$ cat config.mk
export PLATFORM = sky130hd
export DESIGN_NAME = socket_power_ctrl
export DESIGN_NICKNAME = d
export VERILOG_FILES = /design/src/rtl/socket_power_pkg.sv /design/src/rtl/socket_power_reg.sv /design/src/rtl/socket_power_ctrl.sv
export SDC_FILE = /design/constraint.sdc
export NUM_CORES = 1
export LEC_CHECK = 0
export ABC_AREA = 1
export BUFFER_PORTS_ARGS = -buffer_cell sky130_fd_sc_hd__buf_2
export CAP_MARGIN = 15
export CORE_MARGIN = 10
export CORE_UTILIZATION = 43
export DETAILED_ROUTE_END_ITERATION = 8
export GPL_TIMING_DRIVEN = 0
export PLACE_DENSITY_LB_ADDON = 0.3
export SLEW_MARGIN = 10
export SYNTH_ARGS = -nofsm -noshare
export SYNTH_HDL_FRONTEND = slang
export SYNTH_HIERARCHICAL = 1
export SYNTH_SLANG_ARGS = --single-unit
$ cat constraint.sdc
create_clock -name clk_sys -period 2.8 [get_ports clk_sys]
set_input_delay 0 -clock clk_sys [delete_from_list [all_inputs] [get_ports clk_sys]]
set_output_delay 0 -clock clk_sys [all_outputs]
set_load 0.01 [all_outputs]
$ cat src/rtl/socket_power_pkg.sv
// Constants for the per-socket power control register bank.
// Assumes a single 100 MHz clock and the register access port of socket_power_ctrl.
// Function
// Bit 7 gates all 16-bit card outputs
// Legacy layout: bit 6 reads zero
// Legacy bit 5 enables card-detect power switching
// Legacy bit 4 enables supply, level external
// Legacy layout: bits 3,2 read zero
// Legacy Vpp field: 00 off, 10 12V, 01 Vcc
// Legacy: Vpp ignored while supply disabled
// Extended: bits 6,5,2 read zero, unwritable
// Extended Vcc field: 10 5V, 11 3.3V
// Extended Vpp ignored unless supply is on
// Bus reset spares marked bits when wake enabled
// One copy per socket, offsets 02h/42h/802h
// Revision resets 0100b; 0010b selects legacy
// Power status shows supply and Vpp on; code shows supply on alone
// Legacy reserved bits drop written data
package socket_power_pkg;
    // Register offsets
    localparam logic [7:0] OFS_POWER_IDX = 8'h02;
    localparam logic [7:0] OFS_REV_IDX = 8'h00;
    localparam logic [7:0] SOCK_STRIDE = 8'h40;
    localparam logic [11:0] OFS_POWER_REL = 12'h802;
    localparam logic [11:0] OFS_REV_REL = 12'h800;
    // Field positions
    localparam int BIT_GATE = 7;
    localparam int BIT_AUTO = 5;
    localparam int BIT_SUPPLY_EN = 4;
    localparam int VCC_LSB = 3;
    localparam int VPP_LSB = 0;
    // Field encodings
    localparam logic [1:0] VPP_12V = 2'h2;
    localparam logic [1:0] VPP_VCC = 2'h1;
    localparam logic [1:0] VCC_5V = 2'h2;
    localparam logic [1:0] VCC_3V3 = 2'h3;
    // Writable and reset-surviving bit masks per layout
    localparam logic [7:0] MASK_LEGACY = 8'hb3;
    localparam logic [7:0] MASK_EXT = 8'h9b;
    localparam logic [7:0] KEEP_LEGACY = 8'h20;
    localparam logic [7:0] KEEP_EXT = 8'h9b;
    localparam logic [7:0] POWER_RESET = 8'h00;
    // Compatibility revision values and the read value of unmapped offsets
    localparam logic [3:0] REV_RESET = 4'h4;
    localparam logic [3:0] REV_LEGACY = 4'h2;
    localparam logic [7:0] READ_NONE = 8'h00;
endpackage

$ cat src/rtl/socket_power_reg.sv
// One socket's power control register with its output decode.
// Assumes bus reset, wake enable and card detect already synchronised by the parent.
`timescale 1ns/1ns
`default_nettype none
module socket_power_reg
    import socket_power_pkg::*;
(
    input wire logic clk_sys, // System clock
    input wire logic rst_b, // Global reset, async, low
    input wire logic wrEn, // Write strobe for this copy
    input wire logic [7:0] wrData, // Write data
    input wire logic legacyMode, // Legacy register layout selected
    input wire logic busReset, // Synchronised bus reset, high
    input wire logic pmeEnable, // Synchronised power-event wake enable
    input wire logic cardIn, // Card detected, synchronised
    input wire logic supplySelect, // Legacy supply level: 1 = 3.3 V
    output logic [7:0] readValue, // Masked register read value
    output logic cardOutputsGate, // 16-bit outputs enabled
    output logic autoPowerSwitchEnable, // Auto switching active
    output logic supplyEn5, // Card supply at 5 V
    output logic supplyEn33, // Card supply at 3.3 V
    output logic vpp12En, // Vpp at 12 V
    output logic vppVccEn, // Vpp tied to card supply
    output logic socketPowerStatus // Card supply turned on
);
    logic [7:0] store_q, store_d;
    logic [6:0] outs_q, outs_d;
    logic [7:0] layMask;
    logic [7:0] keepMask;
    logic supplyOn;
    logic level33;
    logic [1:0] vccField;
    logic [1:0] vppField;

    // Next register value; bus reset has priority over a write in the same cycle
    always_comb
    begin
        layMask = legacyMode ? MASK_LEGACY : MASK_EXT;
        keepMask = pmeEnable ? (legacyMode ? KEEP_LEGACY : KEEP_EXT) : POWER_RESET;
        store_d = store_q;
        if (busReset)
        begin
            store_d = store_q & keepMask;
        end
        else if (wrEn)
        begin
            store_d = (store_q & ~layMask) | (wrData & layMask);
        end
    end

    // Output decode from the stored value
    always_comb
    begin
        vccField = store_q[VCC_LSB +: 2];
        vppField = store_q[VPP_LSB +: 2];
        if (legacyMode)
        begin
            // Auto switching withholds supply from an empty socket
            supplyOn = store_q[BIT_SUPPLY_EN] && (!store_q[BIT_AUTO] || cardIn);
            level33 = supplySelect;
        end
        else
        begin
            supplyOn = (vccField == VCC_5V) || (vccField == VCC_3V3);
            level33 = (vccField == VCC_3V3);
        end
        outs_d[0] = store_q[BIT_GATE];
        outs_d[1] = legacyMode && store_q[BIT_AUTO];
        outs_d[2] = supplyOn && !level33;
        outs_d[3] = supplyOn && level33;
        outs_d[4] = supplyOn && (vppField == VPP_12V);
        outs_d[5] = supplyOn && (vppField == VPP_VCC);
        outs_d[6] = supplyOn;
    end

    // State registers; the global reset clears everything
    always_ff @(posedge clk_sys or negedge rst_b)
    begin
        if (!rst_b)
        begin
            store_q <= POWER_RESET;
            outs_q <= 7'h00;
        end
        else
        begin
            store_q <= store_d;
            outs_q <= outs_d;
        end
    end

    // Reserved bits always read zero in either layout
    assign readValue = store_q & (legacyMode ? MASK_LEGACY : MASK_EXT);
    assign cardOutputsGate = outs_q[0];
    assign autoPowerSwitchEnable = outs_q[1];
    assign supplyEn5 = outs_q[2];
    assign supplyEn33 = outs_q[3];
    assign vpp12En = outs_q[4];
    assign vppVccEn = outs_q[5];
    assign socketPowerStatus = outs_q[6];

    property p_gate;
        @(posedge clk_sys) disable iff (!rst_b)
        (wrEn && !busReset) |=> ##1 (cardOutputsGate == $past(wrData[BIT_GATE], 2));
    endproperty
    a_gate: assert property (p_gate) else $error("Output gate does not follow bit 7");

    property p_legacy_rsvd;
        @(posedge clk_sys) disable iff (!rst_b)
        legacyMode |-> (readValue[6] == 1'b0 && readValue[3:2] == 2'b00);
    endproperty
    a_legacy_rsvd: assert property (p_legacy_rsvd) else $error("Legacy reserved bit reads one");

    property p_ext_rsvd;
        @(posedge clk_sys) disable iff (!rst_b)
        !legacyMode |-> (readValue[6:5] == 2'b00 && readValue[2] == 1'b0);
    endproperty
    a_ext_rsvd: assert property (p_ext_rsvd) else $error("Extended reserved bit reads one");

    property p_auto;
        @(posedge clk_sys) disable iff (!rst_b)
        (legacyMode && store_q[BIT_AUTO] && !cardIn) |=> !(supplyEn5 || supplyEn33);
    endproperty
    a_auto: assert property (p_auto) else $error("Supply on with empty socket");

    property p_supply_off;
        @(posedge clk_sys) disable iff (!rst_b)
        (legacyMode && !store_q[BIT_SUPPLY_EN]) |=> !socketPowerStatus;
    endproperty
    a_supply_off: assert property (p_supply_off) else $error("Supply on with enable clear");

    property p_vpp12;
        @(posedge clk_sys) disable iff (!rst_b)
        (supplyOn && vppField == VPP_12V) |=> vpp12En && !vppVccEn;
    endproperty
    a_vpp12: assert property (p_vpp12) else $error("Vpp 12 V request not honoured");

    property p_vpp_ignored;
        @(posedge clk_sys) disable iff (!rst_b)
        !supplyOn |=> !(vpp12En || vppVccEn);
    endproperty
    a_vpp_ignored: assert property (p_vpp_ignored) else $error("Vpp on without supply");

    property p_vcc5;
        @(posedge clk_sys) disable iff (!rst_b)
        (!legacyMode && vccField == VCC_5V) |=> supplyEn5 && !supplyEn33;
    endproperty
    a_vcc5: assert property (p_vcc5) else $error("5 V request not honoured");

    property p_keep;
        @(posedge clk_sys) disable iff (!rst_b)
        (busReset && pmeEnable && !legacyMode) |=> (store_q == ($past(store_q) & KEEP_EXT));
    endproperty
    a_keep: assert property (p_keep) else $error("Bus reset cleared kept bits");

    property p_clear;
        @(posedge clk_sys) disable iff (!rst_b)
        (busReset && !pmeEnable) |=> (store_q == POWER_RESET);
    endproperty
    a_clear: assert property (p_clear) else $error("Bus reset left bits set");

    property p_status;
        @(posedge clk_sys) disable iff (!rst_b)
        socketPowerStatus == $past(supplyOn);
    endproperty
    a_status: assert property (p_status) else $error("Power status disagrees with supply");
endmodule // socket_power_reg
`default_nettype wire

$ cat src/rtl/socket_power_ctrl.sv
// Top of the socket power control bank: register port, decode, revision field.
// Assumes pins arrive asynchronously; the system supply select comes from clk_sys logic.
`timescale 1ns/1ns
`default_nettype none
module socket_power_ctrl
    import socket_power_pkg::*;
#(
    parameter int NSOCK = 2 // Number of sockets
)
(
    input wire logic clk_sys, // System clock, 100 MHz
    input wire logic rst_b, // Global reset, async, low
    input wire logic busReset_b, // Bus reset pin, low
    input wire logic pmeEnable, // Power-event wake enable pin
    input wire logic [NSOCK-1:0] cardDetect1_b, // Card detect 1 pins, low
    input wire logic [NSOCK-1:0] cardDetect2_b, // Card detect 2 pins, low
    input wire logic systemSupplySelect, // Legacy supply level, 1 = 3.3 V
    input wire logic regIndexMode, // 1 = index space, 0 = socket-relative
    input wire logic [$clog2(NSOCK+1)-1:0] regSocket, // Socket for relative access
    input wire logic [11:0] regAddr, // Register offset
    input wire logic regWr, // Write strobe
    input wire logic regRd, // Read strobe
    input wire logic [7:0] regWrData, // Write data
    output logic [7:0] regRdData, // Read data, registered
    output logic regRdValid, // Read data valid pulse
    output logic legacyMode, // Legacy layout selected
    output logic [NSOCK-1:0] cardOutputsGate, // 16-bit outputs enabled
    output logic [NSOCK-1:0] autoPowerSwitchEnable, // Auto switching active
    output logic [NSOCK-1:0] supplyEn5, // Supply at 5 V
    output logic [NSOCK-1:0] supplyEn33, // Supply at 3.3 V
    output logic [NSOCK-1:0] vpp12En, // Vpp at 12 V
    output logic [NSOCK-1:0] vppVccEn, // Vpp tied to supply
    output logic [NSOCK-1:0] socketPowerStatus // Card supply on
);
    localparam int SW = 2 + 2 * NSOCK;

    // Refuse socket counts that the index stride and the socket select cannot serve
    if (NSOCK < 1 || NSOCK > 4)
    begin : g_bad_nsock
        $error("NSOCK must be 1 to 4");
    end

    logic [SW-1:0] sync1_q, sync2_q;
    logic busReset, pmeSync;
    logic [NSOCK-1:0] cardIn;
    logic [NSOCK-1:0] powerHit, revHit;
    logic [7:0] readVal [NSOCK];
    logic [3:0] rev_q, rev_d;
    logic [7:0] rdData_q, rdData_d;
    logic rdValid_q, rdValid_d;

    // Offset match for one socket in either address space
    function automatic logic addrHit(input logic idx, input logic [$clog2(NSOCK+1)-1:0] sock,
                                     input logic [11:0] addr, input int s,
                                     input logic [7:0] idxBase, input logic [11:0] relBase);
        logic [7:0] idxOfs;
        idxOfs = idxBase + SOCK_STRIDE * 8'(s);
        if (idx)
            return addr == {4'h0, idxOfs};
        else
            return (addr == relBase) && (sock == ($clog2(NSOCK+1))'(s));
    endfunction

    // Two-flop synchronisers for every pin input
    always_ff @(posedge clk_sys or negedge rst_b)
    begin
        if (!rst_b)
        begin
            sync1_q <= '0;
            sync2_q <= '0;
        end
        else
        begin
            sync1_q <= {~busReset_b, pmeEnable, ~cardDetect2_b, ~cardDetect1_b};
            sync2_q <= sync1_q;
        end
    end

    // Card counts as seated only when both detects are asserted
    assign busReset = sync2_q[SW-1];
    assign pmeSync = sync2_q[SW-2];
    assign cardIn = sync2_q[NSOCK-1:0] & sync2_q[2*NSOCK-1:NSOCK];

    // Address decode per socket
    always_comb
    begin
        for (int s = 0; s < NSOCK; s++)
        begin
            powerHit[s] = addrHit(regIndexMode, regSocket, regAddr, s, OFS_POWER_IDX, OFS_POWER_REL);
            revHit[s] = addrHit(regIndexMode, regSocket, regAddr, s, OFS_REV_IDX, OFS_REV_REL);
        end
    end

    // Revision field and read path; unmapped offsets read zero
    always_comb
    begin
        rev_d = rev_q;
        if (regWr && (|revHit))
        begin
            rev_d = regWrData[3:0];
        end
        rdValid_d = regRd;
        rdData_d = rdData_q;
        if (regRd)
        begin
            rdData_d = READ_NONE;
            for (int s = 0; s < NSOCK; s++)
            begin
                if (powerHit[s])
                    rdData_d = readVal[s];
                else if (revHit[s])
                    rdData_d = {4'h0, rev_q};
            end
        end
    end

    // The revision returns to 0100b only on the global reset, never on the bus reset
    always_ff @(posedge clk_sys or negedge rst_b)
    begin
        if (!rst_b)
        begin
            rev_q <= REV_RESET;
            rdData_q <= READ_NONE;
            rdValid_q <= 1'b0;
        end
        else
        begin
            rev_q <= rev_d;
            rdData_q <= rdData_d;
            rdValid_q <= rdValid_d;
        end
    end

    assign legacyMode = (rev_q == REV_LEGACY);
    assign regRdData = rdData_q;
    assign regRdValid = rdValid_q;

    // One register copy per socket
    for (genvar s = 0; s < NSOCK; s++)
    begin : g_sock
        socket_power_reg u_reg (
            .clk_sys(clk_sys),
            .rst_b(rst_b),
            .wrEn(regWr && powerHit[s]),
            .wrData(regWrData),
            .legacyMode(legacyMode),
            .busReset(busReset),
            .pmeEnable(pmeSync),
            .cardIn(cardIn[s]),
            .supplySelect(systemSupplySelect),
            .readValue(readVal[s]),
            .cardOutputsGate(cardOutputsGate[s]),
            .autoPowerSwitchEnable(autoPowerSwitchEnable[s]),
            .supplyEn5(supplyEn5[s]),
            .supplyEn33(supplyEn33[s]),
            .vpp12En(vpp12En[s]),
            .vppVccEn(vppVccEn[s]),
            .socketPowerStatus(socketPowerStatus[s])
        );
    end

    property p_rev_legacy;
        @(posedge clk_sys) disable iff (!rst_b)
        (regWr && (|revHit) && regWrData[3:0] == REV_LEGACY) |=> legacyMode;
    endproperty
    a_rev_legacy: assert property (p_rev_legacy) else $error("Legacy layout not entered");

    property p_rev_bus_reset;
        @(posedge clk_sys) disable iff (!rst_b)
        (busReset && !regWr) |=> (rev_q == $past(rev_q));
    endproperty
    a_rev_bus_reset: assert property (p_rev_bus_reset) else $error("Revision changed by bus reset");

    property p_read_sock;
        @(posedge clk_sys) disable iff (!rst_b)
        (regRd && powerHit[0]) |=> regRdValid && (regRdData == $past(readVal[0]));
    endproperty
    a_read_sock: assert property (p_read_sock) else $error("Socket register read wrong");
endmodule // socket_power_ctrl
`default_nettype wire

; ---- Word level (Yosys, flattened, before mapping)
; Index checks and enable logic that the tools add are counted.
[classes]
eq_ne = 15
muxes = 19
bitwise = 14
reduce_logical = 32
[op_table]
columns = operator, n
row1 = 8-bit 2-to-1 mux, 9
row2 = 8-bit bitwise AND, 7
row3 = 12-bit equality test (second input constant), 2
row4 = 12-bit by 7-bit equality test with 1-bit output (second input constant), 2
row5 = 1-bit logical AND, 19
row6 = 8-bit OR, 2
row7 = 12-bit by 2-bit equality test with 1-bit output (second input constant), 1
row8 = 2-bit equality test (second input constant), 6
row9 = 12-bit zero test, 1
row10 = 1-bit 2-to-1 mux, 8
row11 = 8-bit NOT, 1
row12 = 2-bit by 1-bit equality test with 1-bit output (second input constant), 3
row13 = 6-bit 2-to-1 mux, 1
row14 = 4-bit by 2-bit equality test with 1-bit output (second input constant), 1
row15 = 1-bit zero test, 4
row16 = 1-bit logical OR, 4
row17 = 4-bit 2-to-1 mux, 1
row18 = 2-bit NOT, 2
row19 = 2-bit nonzero test, 2
row20 = 2-bit bitwise AND, 1
row21 = 2-bit zero test, 1
row22 = 2-bit OR reduction, 1
row23 = 1-bit NOT, 1
[totals]
reg_bits = 55
inputBits = 34
output_inout_bits = 24
word_cells = 89

; ---- Logic depth before layout (Yosys ltp)
; Gate-level depths: netlist (run 1).
[logic_depth]
ltp_word = 7
mapped_depth = 13
mapped_depth_nobuf = 13

; ---- Cells and area by module
; Netlist (run 1), hierarchy kept.
[by_module_without_submodules]
columns = mod, n_inst, cells_per_inst, area_each_um2, seq_area_each_um2
row1 = socket_power_ctrl, 1, 173, 1356.3, 626.9
row2 = socket_power_reg, 2, 70, 588.1, 325.3

; ---- Worst setup path before layout (run 1)
; No wires, ideal clock.
[synth_timing]
kind = register -> register
startpoint = register rev_q[0]
endpoint = register rdData_q[5], in the netlist regRdData[5]
setup_ps = 63
arrival_time_ps = 2598
required_ps = 2737
path_slack_ps = 139
path_stages_with_launch = 9
n_path_buf = 1
synth_period_minus_slack_ps = 2661
cell_sequence = dfrtp_1 -> nor4b_1 -> nand2_1 -> inv_1 -> buf_4 -> nand3_1 -> nand3_1 -> nand2_1 -> inv_1
[synth_rtl]
columns = element, line_no
row1 = start: declaration, socket_power_ctrl.sv:48  ; logic [3:0] rev_q, rev_d;
row2 = start signal: assignment, socket_power_ctrl.sv:128  ; rev_q <= rev_d;
row3 = end signal: assignment, socket_power_ctrl.sv:129  ; rdData_q <= rdData_d;
row4 = end: declaration, socket_power_ctrl.sv:49  ; logic [7:0] rdData_q, rdData_d;

==> results of run 1 <==
[registers in the layout, summed over array words and instances, names as in the netlist, named ones only]
signal                cells
g_sock.u_reg/outs_q      14
g_sock.u_reg/store_q      8
regRdData                 8
sync1_q                   6
sync2_q                   6
rev_q                     4
regRdValid                1
[stage by stage]
stage	hold slack (ns)	setup TNS, ns
6_report	0.05124	0
5_1_grt	0.05744	0
4_1_cts	0.03731	0
3_5_place_dp	0.1094	0
3_3_place_gp	0.1093	-2.586
2_1_floorplan	-0.2956	0
[layer usage]
layer	up-vias	share of wire, %	global-route usage [%]	wire length [µm]
li1	1095	-	-	-
met1	961	42	13.74	2301
met2	50	49	20.50	2653
met3	5	7.6	4.542	410
met4	0	1.1	3.495	61
met5	-	0	0	0
[report_power, final]
part / switching [mW] / total (mW) / internal [mW]
Clock: 0.243 / 0.442 / 0.199
Combinational: 0.0680 / 0.125 / 0.0575
Sequential: 0.00640 / 0.756 / 0.750
Total: 0.317 / 1.32 / 1.01
[synth_stat cells, types with 4 or more instances]
cell and count:
inv_1 41, nor2_4 4, o21ai_1 4, inv_2 6, buf_4 14, dfrtp_1 50
nand3b_1 5, or2_2 4, nor2_2 5, nor2_1 20, nand3_1 28, nand2_2 6
nand2_1 105, nand2_4 4
[final cells by class]
class                           instances  area share [%]
Sequential cell                        51           39.85
Multi-Input combinational cell        202           30.68
Timing Repair Buffer                   75           14.91
Inverter                               47           5.504
Buffer                                 15           3.396
Tap cell                               72           2.810
Clock buffer                            6           2.576
Clock inverter                          1          0.2732
[cells in the final DEF (no fill, tap or decap), types with 5 or more instances in the layout]
master,instances
nand2_2,6
inv_1,41
buf_2,56
buf_4,15
dfrtp_1,50
nand2_1,105
nor2_2,5
nor2_1,20
dlygate4sd3_1,17
nand3_1,28
nand3b_1,5
clkbuf_8,6
inv_2,6
[worst max-delay path, cell delays in order, from the launching register on]
cell     delay, ns
dfrtp_1       0.42
nor4b_2       0.46
buf_4         0.26
nand2_1       0.13
inv_1         0.13
buf_4         0.12
nand2_1       0.04
nand3_1       0.06
nand2_1       0.05
inv_1         0.04
[cell families after synthesis]
group                  after synthesis
buffers and inverters               62
AOI/OAI and AO/OA                    9
other                                2
DFF                                 51
and+or+nand+nor                    189
[worst max path at each step]
stage              endpoint  cells after the start
2_1_floorplan  regRdData[5]                      8
6_report       regRdData[5]                      9
3_5_place_dp   regRdData[5]                      9
5_1_grt        regRdData[5]                      9
3_3_place_gp   regRdData[5]                      8
4_1_cts        regRdData[5]                      9
[what timing repair did]
item	in CTS	in global routing
hold buffers	17	0
endpoints found under the hold margin	73	0
setup endpoints to repair	0	0
==> flow_summary_export.csv, run 1 <==
group,metric,value,unit
synthesis,seq_area_frac_synth,50.44,%
sta,maxSlewViolCount,0,
floorplanning,die_w,96.74,µm
cts,clockBufferDepth,2,
pwr,finalPower,1.323,mW
cts,clk_pin_slew,0.09,ns
sta,setup_viol,0,
pwr,vdd_ir_drop_max,0.0002937,V
placed_design,dpl.hpwl,4186,µm
sta,skew,0.004804,ns
synthesis,synthArstFlopShare,100.0,%
pwr,p_per_area,412.9,nW/µm²
job,drv_cap,0,
setup_path,cp-start-kind,"flop",
run_status,status,"finished, final reports clean",
grt,grt_first_pass_wirelength,9729,µm
cts,cts_root_buffer,"clkbuf_8",
synthesis,netlist_area,2532,µm²
synthesis,synthSimpleGateAreaFrac,35.92,%
detailed_routing,via_count,2111,
detailed_routing,drt_wl_total,5427,µm
synthesis,synthAdderAreaFrac,0,%
setup_path,worstReg2RegEnd,"regRdData[5]",
floorplanning,dieArea,9359,µm²
sta,timing.final.crit_share,62.77,%
synthesis,synth_xor_area_share,0,%
sta,fin_crit,1.758,ns
grt,grt_max_degree,52,
synthesis,synthFlopType,"dfrtp_1",
cts,post-cts-setup-buffers,0,
sta,rsz0062_at_grt,"false",
placed_design,globalplace.congestion,0.8621,
detailed_routing,drt-vias-per-instance,4.501,
min_path,worstHoldPathCells,5,
synthesis,yosysTopAreaCell,"dfrtp_1",
min_path,hp-start,"regWrData[5]",
placed_design,pre_cts_ws,1.046,ns
grt,grt_pass1_vias,2124,
cells_and_area,areaGrowthSynthToFinish,26.58,%
floorplanning,core_area,5608,µm²
setup_path,rr_startpoint,"rev_q[0]",
synthesis,yosys_warnings,6,
synthesis,synth_edf_count,0,
cells_and_area,multi_input_area,983.4,µm²
detailed_routing,ant_nets,0,
pwr,power.leakage,1.863,nW
setup_path,worstPathRequired,3.05,ns
floorplanning,die_h,96.74,µm
detailed_routing,drc,0,
cts,htreeDepth,2,
setup_path,startpoint,"rev_q[0]",
detailed_routing,drt_iter0_markers,91,
synthesis,synth-seq-cells,51,
cells_and_area,fillers,540,
sta,max-slew-margin-rel,64.74,%
cells_and_area,stdcell_area,3206,µm²
synthesis,synth_top_family_by_area,"simple AND/OR/NAND/NOR gates",
setup_path,critPathArrivalTime,2.01,ns
floorplanning,io_pins,58,
synthesis,synth_compound_area_share,2.075,%
synthesis,synth.area.mux_share,0,%
floorplanning,start_util,45.16,%
setup_path,rr_worst_depth,9,
setup_path,regToRegSetupSlack,1.04,ns
detailed_routing,dr.pass1.iters,4,
synthesis,synth_top_cell_area_share,49.41,%
grt,grt_antenna_before_repair,0,
cells_and_area,n_antenna_cell,0,
min_path,hp-class,"input port to flop",
sta,worst_slack,1.042,ns
cts,insertion_delay,0.30,ns
placed_design,placedInstanceArea,2924,µm²
sta,fmax,569.0,MHz
floorplanning,num_rows,27,
setup_path,path_class,"flop to flop",
cts,tritoncts,"done",
cells_and_area,fin_nets,431,
cts,numCtsBuffers,5,
synthesis,synthTopCellsByArea,"dfrtp_1 49%, nand2_1 16%, inv_1 6.1%",
grt,gr-usage-all-layers,12.07,%
grt,overflow,0,
detailed_routing,wl_per_cell,11.57,µm
cells_and_area,drive_gt1_share,29.72,%
placed_design,io_buffer_count,56,
placed_design,placed_cells,444,
cells_and_area,regArea,1277,µm²
setup_path,end_kind,"flop",
cts,postCtsResizedCells,0,
cts,cts.sink_count,51,
sta,tightestPinTransition,0.5289,ns
sta,finalHoldViolCount,0,
setup_path,crit_fanout,10,
synthesis,synth.distinct_cells,26,
synthesis,syn_inst,313,
synthesis,avgSynthCellArea,8.091,µm²
cells_and_area,fin_util,57.16,%
cells_and_area,final_cells,469,
No activity file was read; power rests on OpenSTA's default activity.
==> run 2: changes to the inputs <==
Settings changed: ABC_AREA 1 to 0.
Clock period 2.8 ns to 1.64 ns, I/O delays scaled along.
==> run 2 against run 1 <==
Register-to-register slack lost 1.0 ns. Worst setup slack lost 1.0 ns. Die area shrank 3.7%. Flip-flop and latch count is the same. Fmax grew 8.0%. Worst hold slack lost 0.028 ns. Critical path depth shrank 4. Clock-buffer cell count is the same. Largest power group unchanged. Utilization shrank 0.49 points. Sequential power grew 71%.
==> flow_summary_export.csv, run 2 <==
group,metric,value,unit
cells_and_area,final_common_cell,"buf_2",
sta,max-slew-margin-rel,58.04,%
setup_path,end_kind,"flop",
floorplanning,die_w,94.94,µm
floorplanning,start_util,44.12,%
pwr,p_per_area,698.1,nW/µm²
synthesis,yosys_warnings,6,
pwr,power.leakage,1.514,nW
cells_and_area,fin_nets,324,
cells_and_area,final_cell_mix,"56 x buf_2, 50 x dfrtp_1, 23 x buf_4, 12 x dlygate4sd3_1, 11 x nor2_1",
floorplanning,io_pins,58,
cts,cts.sink_count,51,
setup_path,critPathArrivalTime,1.82,ns
detailed_routing,via_count,1754,
sta,fmax,614.6,MHz
sta,holdWs,0.02349,ns
synthesis,netlist_area,2415,µm²
floorplanning,die_h,94.94,µm
synthesis,synth.area.mux_share,5.181,%
sta,fin_crit,1.627,ns
detailed_routing,dr.pass1.iters,4,
detailed_routing,wl_per_cell,14.57,µm
synthesis,synth.most_common_cell,"dfrtp_1",
setup_path,crit_fanout,3,
floorplanning,core_area,5473,µm²
synthesis,synth-seq-cells,51,
synthesis,synthTopCellsByCount,"50 x dfrtp_1, 18 x buf_4, 11 x nor2_1",
min_path,hp-class,"input port to flop",
cts,clockBufferDepth,2,
cells_and_area,largest_reg_flops,14,
setup_path,slowest_delay,0.42,ns
synthesis,syn_inst,206,
synthesis,synthSimpleGateAreaFrac,22.28,%
synthesis,yosysTopAreaCell,"dfrtp_1",
cts,numCtsBuffers,5,
synthesis,avgSynthCellArea,11.72,µm²
synthesis,synthTopCellsByArea,"dfrtp_1 52%, buf_4 5.6%, mux2i_1 3.3%",
cells_and_area,largest_register,"g_sock.u_reg/outs_q",
synthesis,synthAdderAreaFrac,0,%
setup_path,startpoint,"rev_q[0]",
cts,insertion_delay,0.30,ns
setup_path,cp-start-kind,"flop",
grt,grt_max_degree,52,
synthesis,synth_compound_area_share,11.04,%
floorplanning,num_rows,27,
run_status,status,"finished, final reports clean",
detailed_routing,drt_wl_total,5288,µm
setup_path,regToRegSetupSlack,0.01,ns
detailed_routing,ant_nets,0,
cells_and_area,n_antenna_cell,0,
detailed_routing,drt_iter0_markers,57,
cts,htreeDepth,2,
detailed_routing,drt-vias-per-instance,4.832,
setup_path,critPathSlowestCell,"dfrtp_1",
synthesis,synthFlopType,"dfrtp_1",
sta,rsz0062_at_grt,"true",
sta,maxSlewViolCount,0,
cts,clk_pin_slew,0.09,ns
synthesis,synth_top_family_by_area,"simple AND/OR/NAND/NOR gates",
cells_and_area,fin_util,56.68,%
setup_path,rr_startpoint,"rev_q[0]",
synthesis,synth.distinct_cells,46,
sta,finalHoldViolCount,0,
sta,tightestPinTransition,0.6293,ns
job,drv_cap,0,
setup_path,path_class,"flop to flop",
synthesis,synthArstFlopShare,100.0,%
sta,timing.final.crit_share,99.21,%
sta,skew,0.004265,ns
floorplanning,dieArea,9014,µm²
detailed_routing,drc,0,
setup_path,worstPathRequired,1.84,ns
synthesis,synth_top_cell_area_share,51.81,%
grt,grt_first_pass_wirelength,8997,µm
placed_design,dpl.hpwl,3887,µm
grt,grt_pass1_vias,1897,
grt,grt_antenna_before_repair,0,
pwr,vdd_ir_drop_max,0.0005537,V
sta,setup_viol,0,
grt,gr-usage-all-layers,12.56,%
min_path,hp-start,"regWrData[4]",
placed_design,io_buffer_count,56,
setup_path,worstPathCellList,"nor4b_4 -> buf_6 -> nor2b_4 -> a221o_1 -> a31o_1",
synthesis,synth_edf_count,0,
grt,overflow,0,
cts,cts_root_buffer,"clkbuf_8",
cells_and_area,drive_gt1_share,39.52,%
cts,tritoncts,"done",
placed_design,globalplace.congestion,0.7806,
synthesis,synth_xor_area_share,0,%
cells_and_area,areaGrowthSynthToFinish,28.45,%
synthesis,seq_area_frac_synth,52.90,%
==> run 2: cell types whose count changed after synthesis, sizes merged, moves of 6 or more <==
cell and delta:
nand3 -22, mux2i +8, inv -38, buf +7, nand2 -102, nor2b +9
nor3b +7, nor2 -17, or2 -6
==> run 2: area by class of cell <==
type | instances | area [µm²]
Fill cell | 474 | 2371
Sequential cell | 51 | 1277
Multi-Input combinational cell | 126 | 964.7
Timing Repair Buffer | 75 | 480.5
Buffer | 22 | 170.2
Tap cell | 72 | 90.09
Clock buffer | 6 | 72.57
Inverter | 9 | 33.78
Clock inverter | 2 | 12.51
==> run 2: through the flow <==
| step | power [mW] | worst slack (ns) | instance area [µm²] | cells | TNS, ns |
|---|---|---|---|---|---|
| detailed placement | 1.469 | -0.08837 | 2808 | 336 | -0.3805 |
| global placement | 1.463 | -0.05383 | 2808 | 336 | -0.1587 |
| floorplan | 1.370 | 0.009563 | 2437 | 208 | 0 |
| CTS | 2.198 | -0.01678 | 3064 | 360 | -0.01678 |
| finish | 2.165 | 0.01288 | 3102 | 363 | 0 |
| global route | 2.279 | -0.07385 | 3102 | 363 | -0.1085 |
==> run 2: worst paths after layout <==
kind                       cells past startpoint                    endpoint
setup / recovery                               5                regRdData[3]
hold / removal                                 3  g_sock[0].u_reg/store_q[4]
setup reg to reg                               5                regRdData[3]
hold reg to reg                                0                  sync2_q[0]
max in group asynchronous                      2   g_sock[0].u_reg/outs_q[2]
min in group asynchronous                      2                regRdData[1]
==> run 2: cell families (layout without fill, tap and decap cells) <==
logic type | after synthesis | in the layout
AO/OA/AOI/OAI | 34 | 34
buffers and inverters | 31 | 114
flip-flops | 51 | 51
multiplexers | 12 | 12
other | 2 | 4
AND/OR/NAND/NOR | 76 | 76
==> run 2: worst max-delay path: cells and delay by family (launching register included) <==
family / cells / cell delay (ns)
and+or+nand+nor: 2 / 0.44
buffers and inverters: 1 / 0.18
DFF: 1 / 0.42
AOI/OAI and AO/OA: 2 / 0.49
==> run 2: where the power goes <==
part | leakage, nW | total (mW) | internal [mW] | switching, mW
registers | 0.673 | 1.29 | 1.28 | 0.0112
clock network | 0.0412 | 0.700 | 0.299 | 0.402
logic | 0.799 | 0.174 | 0.0816 | 0.0924
total | 1.51 | 2.17 | 1.66 | 0.505
==> run 2: layer usage <==
layer / global-route usage [%] / share of wire (%) / vias to the layer above
met5: 0 / 0 / -
met4: 2.868 / 0.43 / 0
met3: 4.758 / 6.4 / 2
met2: 21.05 / 49 / 37
met1: 14.97 / 44 / 846
li1: - / - / 869
==> run 2: timing repair <==
action,4_1_cts,5_1_grt
gates resized for setup,3,1
setup buffers,4,3
hold buffers,12,0
endpoints found under the hold margin,62,0
pin swaps,4,2
endpoints found under the setup margin,2,3
